**config.mk**
```make
export PLATFORM = sky130hd
export DESIGN_NAME = mfp_top
export DESIGN_NICKNAME = d
export VERILOG_FILES = /design/src/rtl/mfp_pkg.sv /design/src/rtl/mfp_top.sv
export SDC_FILE = /design/constraint.sdc
export NUM_CORES = 1
export LEC_CHECK = 0
export ABC_CLOCK_PERIOD_IN_PS = 2300
export BUFFER_PORTS_ARGS = -buffer_cell sky130_fd_sc_hd__clkbuf_2
export CORE_ASPECT_RATIO = 1.5
export CORE_MARGIN = 4
export CORE_UTILIZATION = 25
export CTS_CLUSTER_DIAMETER = 200
export DETAILED_ROUTE_END_ITERATION = 7
export PLACE_DENSITY = 0.41
export SYNTH_ARGS = -nofsm -noshare
export SYNTH_HDL_FRONTEND = slang
export SYNTH_SLANG_ARGS = --single-unit
export TNS_END_PERCENT = 1
```
**constraint.sdc**
```tcl
create_clock -name SYS_CLK -period 2.3 [get_ports SYS_CLK]
set_input_delay 0.23 -clock SYS_CLK [delete_from_list [all_inputs] [get_ports SYS_CLK]]
set_output_delay 0.23 -clock SYS_CLK [all_outputs]
set_load 0.005 [all_outputs]
```
**src/rtl/mfp_pkg.sv**
```systemverilog
package mfp_pkg;
  // register addresses on the device register port
  localparam logic [7:0] ADDR_COMPARATOR_STATUS = 8'h23;
  localparam logic [7:0] ADDR_PIN_CFG = 8'h24;
  localparam logic [15:0] PIN_CFG_RESET = 16'h0000;
  // pin_function_config field positions
  localparam int FILTER_BIT = 15;
  localparam int HOLD_EN_BIT = 14;
  localparam int DRIVE_BIT = 13;
  localparam int OSEL_LO = 9;
  localparam int MASK_LO = 5;
  localparam int FUNC_LO = 1;
  localparam int SENSE_BIT = 0;
  // comparator_status field positions
  localparam int SHDN_FLAG_BIT = 8;
  localparam int WIN_LO = 4;
  localparam int CMP_LO = 0;
  // output select codes
  localparam logic [3:0] OSEL_STORE = 4'h1;
  localparam logic [3:0] OSEL_BUSY0 = 4'h4;
  localparam logic [3:0] OSEL_BUSY3 = 4'h7;
  localparam logic [3:0] OSEL_WIN0 = 4'h8;
  localparam logic [3:0] OSEL_WIN3 = 4'hB;
  // input function codes
  localparam logic [3:0] FN_HOLD = 4'h0;
  localparam logic [3:0] FN_FAULT = 4'h2;
  localparam logic [3:0] FN_CURRENT_OUTPUT = 4'h3;
  localparam logic [3:0] FN_VOLTAGE_OUTPUT = 4'h4;
  localparam logic [3:0] FN_SHDN = 4'h5;
  localparam logic [3:0] FN_CLEAR = 4'h7;
  localparam logic [3:0] FN_LOAD = 4'h8;
  localparam logic [3:0] FN_WAVE = 4'h9;
  localparam logic [3:0] FN_MARGIN = 4'hA;
  localparam logic [3:0] FN_RESET = 4'hB;
  localparam logic [3:0] FN_NVM = 4'hC;
  localparam logic [3:0] FN_LOCK = 4'hD;
  // safe-shutdown policy encodings
  typedef enum logic [1:0] {
    SHDN_HIZ = 2'h0,
    SHDN_NVM_HIZ = 2'h1,
    SHDN_MLO_HIZ = 2'h2,
    SHDN_MHI_HIZ = 2'h3
  } mfp_shdn_t;
  // glitch filter settle time
  localparam int FILT_NS = 50;
  localparam int CLK_NS = 10;
  localparam int FILT_CYCLES = (FILT_NS + CLK_NS - 1) / CLK_NS;
  localparam logic [3:0] FILT_ONE = 4'h1;
  typedef struct packed {
    logic pin_s1;
    logic pin_s2;
    logic pin_f;
    logic pin_prev;
    logic [3:0] filt_cnt;
    logic [3:0] cmp_s1;
    logic [3:0] cmp_s2;
    logic [3:0] win_lat;
    logic [15:0] cfg;
    logic shdn_flag;
    logic [15:0] rdata;
    logic pin_o;
    logic pin_oe_b;
    logic hold;
    logic fault;
    logic out_clr;
    logic dev_rst;
    logic nvm_ok;
    logic lock;
    logic shdn_req;
    mfp_shdn_t shdn_mode;
    logic [3:0] current_output_off;
    logic [3:0] voltage_output_off;
    logic [3:0] load;
    logic [3:0] wave_start;
    logic [3:0] wave_stop;
    logic [3:0] mar_lo;
    logic [3:0] mar_hi;
  } mfp_state_t;
  localparam mfp_state_t STATE_RESET = '{pin_oe_b: 1'b1, nvm_ok: 1'b1, shdn_mode: SHDN_HIZ, default: '0};
endpackage

```
**src/rtl/mfp_top.sv**
```systemverilog
// Overview of operation
// - shutdown flag sets on shutdown start, clears when status is read
// - window bits show per-channel result, latched or live per latch enable
// - comparator bits show comparator outputs after two-flop synchronisation
// - filter bit selects glitch-filtered pin input, else raw synchronised input
// - low-power hold allowed only while its enable bit is set
// - pin driven only while drive bit is one
// - output select routes store busy, channel busy or window result
// - channel mask gives one enable bit per channel
// - global functions act device-wide, channel ones on masked channels only
// - code 0000: fall enters low-power hold, rise leaves it
// - code 0010: fall starts fault dump
// - code 0011: fall powers down current output, rise powers up
// - code 0100: fall powers down voltage output, rise powers up
// - code 0101: fall starts safe shutdown
// - code 0111: clear held while pin is low
// - code 1000: fall loads masked channels with synchronous update set
// - code 1001: fall stops waveform, rise starts it
// - code 1010: fall triggers margin low, rise margin high
// - code 1011: fall resets device, rise releases; caller pulses pin
// - code 1100: fall permits storage writes, rise blocks them
// - code 1101: fall unlocks register writes, rise locks them
// - pin acts as input only while sense bit is one
// - shutdown carries the configured policy encoding to the output stage
module mfp_top #(
  parameter int unsigned FILT_LEN = mfp_pkg::FILT_CYCLES
) (
  input wire logic SYS_CLK,
  input wire logic RST_B,
  input wire logic REG_WR,
  input wire logic REG_RD,
  input wire logic [7:0] REG_ADDR,
  input wire logic [15:0] REG_WDATA,
  output logic [15:0] REG_RDATA,
  input wire logic PIN_I,
  output logic PIN_O,
  output logic PIN_OE_B,
  input wire logic [3:0] CMP_RAW,
  input wire logic [3:0] WIN_RAW,
  input wire logic [3:0] WIN_CLR,
  input wire logic WIN_LATCH_EN,
  input wire logic STORE_BUSY,
  input wire logic [3:0] CH_BUSY,
  input wire logic [3:0] SYNC_UPD_CFG,
  input wire logic [1:0] SHDN_POLICY,
  output logic LOWPWR_HOLD,
  output logic FAULT_DUMP,
  output logic [3:0] CURRENT_OUTPUT_OFF,
  output logic [3:0] VOLTAGE_OUTPUT_OFF,
  output logic SHDN_REQ,
  output logic [1:0] SHDN_MODE,
  output logic OUTPUT_CLEAR,
  output logic [3:0] LOAD_OUTPUTS,
  output logic [3:0] WAVE_START,
  output logic [3:0] WAVE_STOP,
  output logic [3:0] MARGIN_LO,
  output logic [3:0] MARGIN_HI,
  output logic DEV_RESET,
  output logic NVM_WRITE_OK,
  output logic REG_LOCK
);
  mfp_pkg::mfp_state_t q, n;
  logic pin_in, fall, rise;
  logic [3:0] func, chm, osel, win_now;

  // set wins over clear so an edge in the same cycle is kept
  function automatic logic [3:0] mask_upd(input logic [3:0] cur, input logic [3:0] m,
                                          input logic set, input logic clr);
    mask_upd = set ? (cur | m) : (clr ? (cur & ~m) : cur);
  endfunction

  // output status selection; invalid codes drive low
  function automatic logic out_pick(input logic [3:0] s, input logic st, input logic [3:0] busy,
                                    input logic [3:0] win);
    out_pick = 1'b0;
    if (s == mfp_pkg::OSEL_STORE) begin
      out_pick = st;
    end else if (s >= mfp_pkg::OSEL_BUSY0 && s <= mfp_pkg::OSEL_BUSY3) begin
      out_pick = busy[s[1:0]];
    end else if (s >= mfp_pkg::OSEL_WIN0 && s <= mfp_pkg::OSEL_WIN3) begin
      out_pick = win[s[1:0]];
    end
  endfunction

  // config fields and pin edge terms
  assign func = q.cfg[mfp_pkg::FUNC_LO +: 4];
  assign chm = q.cfg[mfp_pkg::MASK_LO +: 4];
  assign osel = q.cfg[mfp_pkg::OSEL_LO +: 4];
  assign pin_in = q.cfg[mfp_pkg::FILTER_BIT] ? q.pin_f : q.pin_s2;
  assign fall = q.cfg[mfp_pkg::SENSE_BIT] & q.pin_prev & ~pin_in;
  assign rise = q.cfg[mfp_pkg::SENSE_BIT] & ~q.pin_prev & pin_in;
  assign win_now = WIN_LATCH_EN ? q.win_lat : WIN_RAW;

  // next-state logic
  always_comb begin
    n = q;
    n.fault = 1'b0;
    n.shdn_req = 1'b0;
    n.out_clr = 1'b0;
    n.load = 4'h0;
    n.wave_start = 4'h0;
    n.wave_stop = 4'h0;
    n.mar_lo = 4'h0;
    n.mar_hi = 4'h0;
    n.pin_s1 = PIN_I;
    n.pin_s2 = q.pin_s1;
    n.cmp_s1 = CMP_RAW;
    n.cmp_s2 = q.cmp_s1;
    n.win_lat = (q.win_lat & ~WIN_CLR) | WIN_RAW;
    // glitch filter needs a stable run
    if (q.pin_s2 == q.pin_f) begin
      n.filt_cnt = 4'h0;
    end else if (q.filt_cnt >= FILT_LEN[3:0] - mfp_pkg::FILT_ONE) begin
      n.filt_cnt = 4'h0;
      n.pin_f = q.pin_s2;
    end else begin
      n.filt_cnt = q.filt_cnt + mfp_pkg::FILT_ONE;
    end
    n.pin_prev = pin_in;
    // register write, refused while map is locked
    if (REG_WR && REG_ADDR == mfp_pkg::ADDR_PIN_CFG && !q.lock) begin
      n.cfg = REG_WDATA;
    end
    // read data and read side effects
    if (REG_RD) begin
      unique case (REG_ADDR)
        mfp_pkg::ADDR_PIN_CFG: n.rdata = q.cfg;
        mfp_pkg::ADDR_COMPARATOR_STATUS: n.rdata = {7'h00, q.shdn_flag, win_now, q.cmp_s2};
        default: n.rdata = 16'h0000;
      endcase
      if (REG_ADDR == mfp_pkg::ADDR_COMPARATOR_STATUS) begin
        n.shdn_flag = 1'b0;
      end
    end
    // input functions, unlisted codes do nothing
    unique case (func)
      mfp_pkg::FN_HOLD: begin
        if (fall) n.hold = 1'b1;
        if (rise) n.hold = 1'b0;
      end
      mfp_pkg::FN_FAULT: n.fault = fall;
      mfp_pkg::FN_CURRENT_OUTPUT: n.current_output_off = mask_upd(q.current_output_off, chm, fall, rise);
      mfp_pkg::FN_VOLTAGE_OUTPUT: n.voltage_output_off = mask_upd(q.voltage_output_off, chm, fall, rise);
      mfp_pkg::FN_SHDN: begin
        if (fall) begin
          n.shdn_req = 1'b1;
          n.shdn_flag = 1'b1;
          n.shdn_mode = mfp_pkg::mfp_shdn_t'(SHDN_POLICY);
        end
      end
      mfp_pkg::FN_CLEAR: n.out_clr = q.cfg[mfp_pkg::SENSE_BIT] & ~pin_in;
      mfp_pkg::FN_LOAD: n.load = fall ? (chm & SYNC_UPD_CFG) : 4'h0;
      mfp_pkg::FN_WAVE: begin
        n.wave_stop = fall ? chm : 4'h0;
        n.wave_start = rise ? chm : 4'h0;
      end
      mfp_pkg::FN_MARGIN: begin
        n.mar_lo = fall ? chm : 4'h0;
        n.mar_hi = rise ? chm : 4'h0;
      end
      mfp_pkg::FN_RESET: begin
        if (fall) n.dev_rst = 1'b1;
        if (rise) n.dev_rst = 1'b0;
      end
      mfp_pkg::FN_NVM: begin
        if (fall) n.nvm_ok = 1'b1;
        if (rise) n.nvm_ok = 1'b0;
      end
      mfp_pkg::FN_LOCK: begin
        if (fall) n.lock = 1'b0;
        if (rise) n.lock = 1'b1;
      end
      default: begin
      end
    endcase
    // hold forced off when not allowed
    if (!q.cfg[mfp_pkg::HOLD_EN_BIT]) begin
      n.hold = 1'b0;
    end
    n.pin_oe_b = ~q.cfg[mfp_pkg::DRIVE_BIT];
    n.pin_o = q.cfg[mfp_pkg::DRIVE_BIT] & out_pick(osel, STORE_BUSY, CH_BUSY, win_now);
  end

  // state register
  always_ff @(posedge SYS_CLK) begin
    if (!RST_B) begin
      q <= mfp_pkg::STATE_RESET;
    end else begin
      q <= n;
    end
  end

  // outputs straight from flops
  assign REG_RDATA = q.rdata;
  assign PIN_O = q.pin_o;
  assign PIN_OE_B = q.pin_oe_b;
  assign LOWPWR_HOLD = q.hold;
  assign FAULT_DUMP = q.fault;
  assign CURRENT_OUTPUT_OFF = q.current_output_off;
  assign VOLTAGE_OUTPUT_OFF = q.voltage_output_off;
  assign SHDN_REQ = q.shdn_req;
  assign SHDN_MODE = q.shdn_mode;
  assign OUTPUT_CLEAR = q.out_clr;
  assign LOAD_OUTPUTS = q.load;
  assign WAVE_START = q.wave_start;
  assign WAVE_STOP = q.wave_stop;
  assign MARGIN_LO = q.mar_lo;
  assign MARGIN_HI = q.mar_hi;
  assign DEV_RESET = q.dev_rst;
  assign NVM_WRITE_OK = q.nvm_ok;
  assign REG_LOCK = q.lock;
endmodule

```
==> summary.txt <==
Route
  – Routed length per instance: between 10 and 15 um
  – Drt pass-1 iters: 4
  – Wirelength, routed: 9620 um
  – Initial DRC count: 63
  – Drt drc: 0
  – Via Count: between 2k and 3k
  – ANT nets after route: 0
  – Via density: ~4.1

Timing
  – Fin. max-slew vios: 0
  – Hold Fails Final Rpt: 0
  – Slew HR: 0.525
  – Fmax: 494 MHz
  – Layout Skew: 0.00471 ns
  – RSZ-0062 raised after global routing: false
  – Final period util: 0.880
  – Fin crit period: 2.02 ns
  – Slew @ Worst Pin: 0.709 ns
  – Endpoints failing setup: 0
  – Setup_tns: 0 ns

Clock tree
  – Post CTS Setup Buffer Count: 0
  – PostCTS Resize Cnt: 0
  – Clock buffer depth: 2
  – Hold_buf cts: 0
  – Clk_lat worst skew: around 0.33 ns
  – CTS tree: done
  – Clk sinks: roughly 90
  – Num CTS Buffers: 9
  – # H-tree levels: 3
  – Reg clk slew, reported paths: 0.06 ns
  – CTS Root Cell: clkbuf_16

Synth
  – Post-Synthesis Cells: 391
  – Synthesized flop and latch total: just over 90
  – EDFF count, synth: 0
  – Main combinational cell family by area after synthesis: simple AND/OR/NAND/NOR gates
  – Post-synthesis sequential area ratio: 0.496
  – Compound-Gate Fraction of Synth Area: 0.0954
  – Post-Syn Area: 3710 um^2
  – Ys flop type: dfxtp_1
  – Syn Area/Cell: between 9 and 10 um^2
  – Syn_nets: around 450
  – Synth unique cells: between 40 and 50
  – Post-synthesis xor/xnor area fraction: 0.00236
  – Mux contribution to synthesized area: 0.0718
  – Synth Area in Adders: 0.00337
  – Ys async rst share: 0
  – Ys Warns: 0
  – Post-synthesis simple-gate area fraction: 0.207

Worst setup path
  – Worst setup EP type: flip-flop
  – WP data required: around 2.6 ns
  – CP startpoint: q[71]
  – Worst R2R Start: q[71]
  – Crit-path max FO: 7
  – Worst-case reg-to-reg path depth: 4
  – Crit path DAT: 2.30 ns
  – CP Class: flip-flop to flip-flop
  – CP Launch Type: flip-flop

Finish
  – Fraction of layout cells with a size suffix above 1: 0.319
  – Diode count: 0
  – Largest Register: q
  – Area occupied by multi-input gates: 1410 um^2
  – Most frequent cells in the layout: 107 x clkbuf_2, 92 x dfxtp_1, 38 x nor2_1
  – Max FFs per register: 20
  – Fillers: 1576
  – Nets@finish: 510
  – Final cell count without fillers: approximately 660
  – Post-route cell area: 4440 um^2
  – Area grow syn2layout: 19.7%
  – FF/Latch Area: about 1800 um^2
  – Commonest non-fill, non-tap cell in the layout: clkbuf_2

Die
  – Die width: roughly 110 um
  – Vert. Die Dim: 157 um
  – Core footprint: 14500 um^2
  – IO Pins: roughly 110
  – Die area: 16900 um^2
  – Core Rows: 54
  – Starting Density: 0.256

GRT
  – Initial antenna violation count: 0
  – Vias in the first global route: roughly 2.7k
  – Total track usage: 0.113
  – First-pass GRT wire length: 14700 um
  – Pin count of the biggest net entering global routing: 22
  – Grt total ovfl: 0

Power and ir drop
  – LEAKAGE: 1.86 nW
  – Pwr Total: approximately 3.3 mW
  – Worst VDD drop: between 0.0002 and 0.0003 V
  – Power Dens Cells: about 730 nW/um^2

Outcome
  – Status: completed

Placed design
  – Gpl congestion: about 0.73
  – # placed instances: approximately 640
  – Port-buffer cells: 107
  – DP Area: around 4100 um^2
  – DPL Wire Length: ~7600 um

Hold path
  – Hold/Removal Path Class: input port to flip-flop
  – Hold depth: 2
  – Worst hold start: CMP_RAW[1]

Job
  – Max Cap Viol: 0
worst max-delay path, cell delays in order (launching register included):
cell and delay, ns:
dfxtp_1 0.40, mux2i_1 0.40, nand3_1 0.31, nor3_1 0.64, a32o_1 0.21
cells in the mapped netlist, types with 3 or more instances:
library cell | instances | share of area
or2_2 | 3 | 0.0051
nor4_1 | 3 | 0.0051
and3_1 | 5 | 0.0084
a32o_1 | 4 | 0.011
a22oi_1 | 9 | 0.018
dfxtp_1 | 92 | 0.50
clkbuf_1 | 10 | 0.010
buf_2 | 5 | 0.0067
nor2_1 | 38 | 0.038
and2_1 | 29 | 0.049
o21ai_0 | 12 | 0.016
nor2b_1 | 10 | 0.017
nand2_1 | 29 | 0.029
mux2_2 | 5 | 0.015
nand3_1 | 3 | 0.0040
nor3b_1 | 4 | 0.0081
inv_1 | 4 | 0.0040
nor3_1 | 12 | 0.016
nand2b_1 | 5 | 0.0084
a31o_2 | 3 | 0.0071
buf_4 | 46 | 0.093
a21oi_1 | 19 | 0.026
mux2i_1 | 21 | 0.057
cell type report:
type / count / share of cell area
flip-flops and latches: 92 / 0.415
multi-input cells: 231 / 0.318
repair buffers: 117 / 0.137
clock buffers: 13 / 0.0608
well taps: 196 / 0.0552
clock inverters: 3 / 0.00986
inverters: 5 / 0.00422
worst paths after layout:
path	end	slack (ns)
min reg2reg	q[84]	0.42
max reg2reg	flip-flop	0.28
min	n[77]	0.12
max	flip-flop	0.28
stage by stage:
step / hold slack (ns) / util / setup WS [ns]
floorplan: 0.347 / - / 0.643
global placement: 0.407 / 0.284 / 0.342
detailed placement: 0.414 / 0.284 / 0.255
CTS: 0.114 / 0.306 / 0.251
global route: 0.120 / 0.306 / 0.177
finish: 0.116 / 0.306 / 0.276
kinds of logic after synthesis:
logic type / after synthesis
compound gates: 55
xor+xnor: 1
fa+ha+maj: 1
buf+inv: 68
flops: 92
mux: 26
other cells: 1
simple gates: 147
power breakdown:
group / switching (mW) / internal, mW / total, mW
sequential: 0.00704 / 1.61 / 1.62
combinational: 0.0661 / 0.0578 / 0.124
clock: 0.582 / 0.932 / 1.51
total: 0.655 / 2.60 / 3.25
layer usage:
layer	GRT usage	wire length, um
met1	0.132	3940
met2	0.200	5020
met3	0.0287	546
met4	0.0397	105
met5	0	0
(Power assumes the default switching activity.)
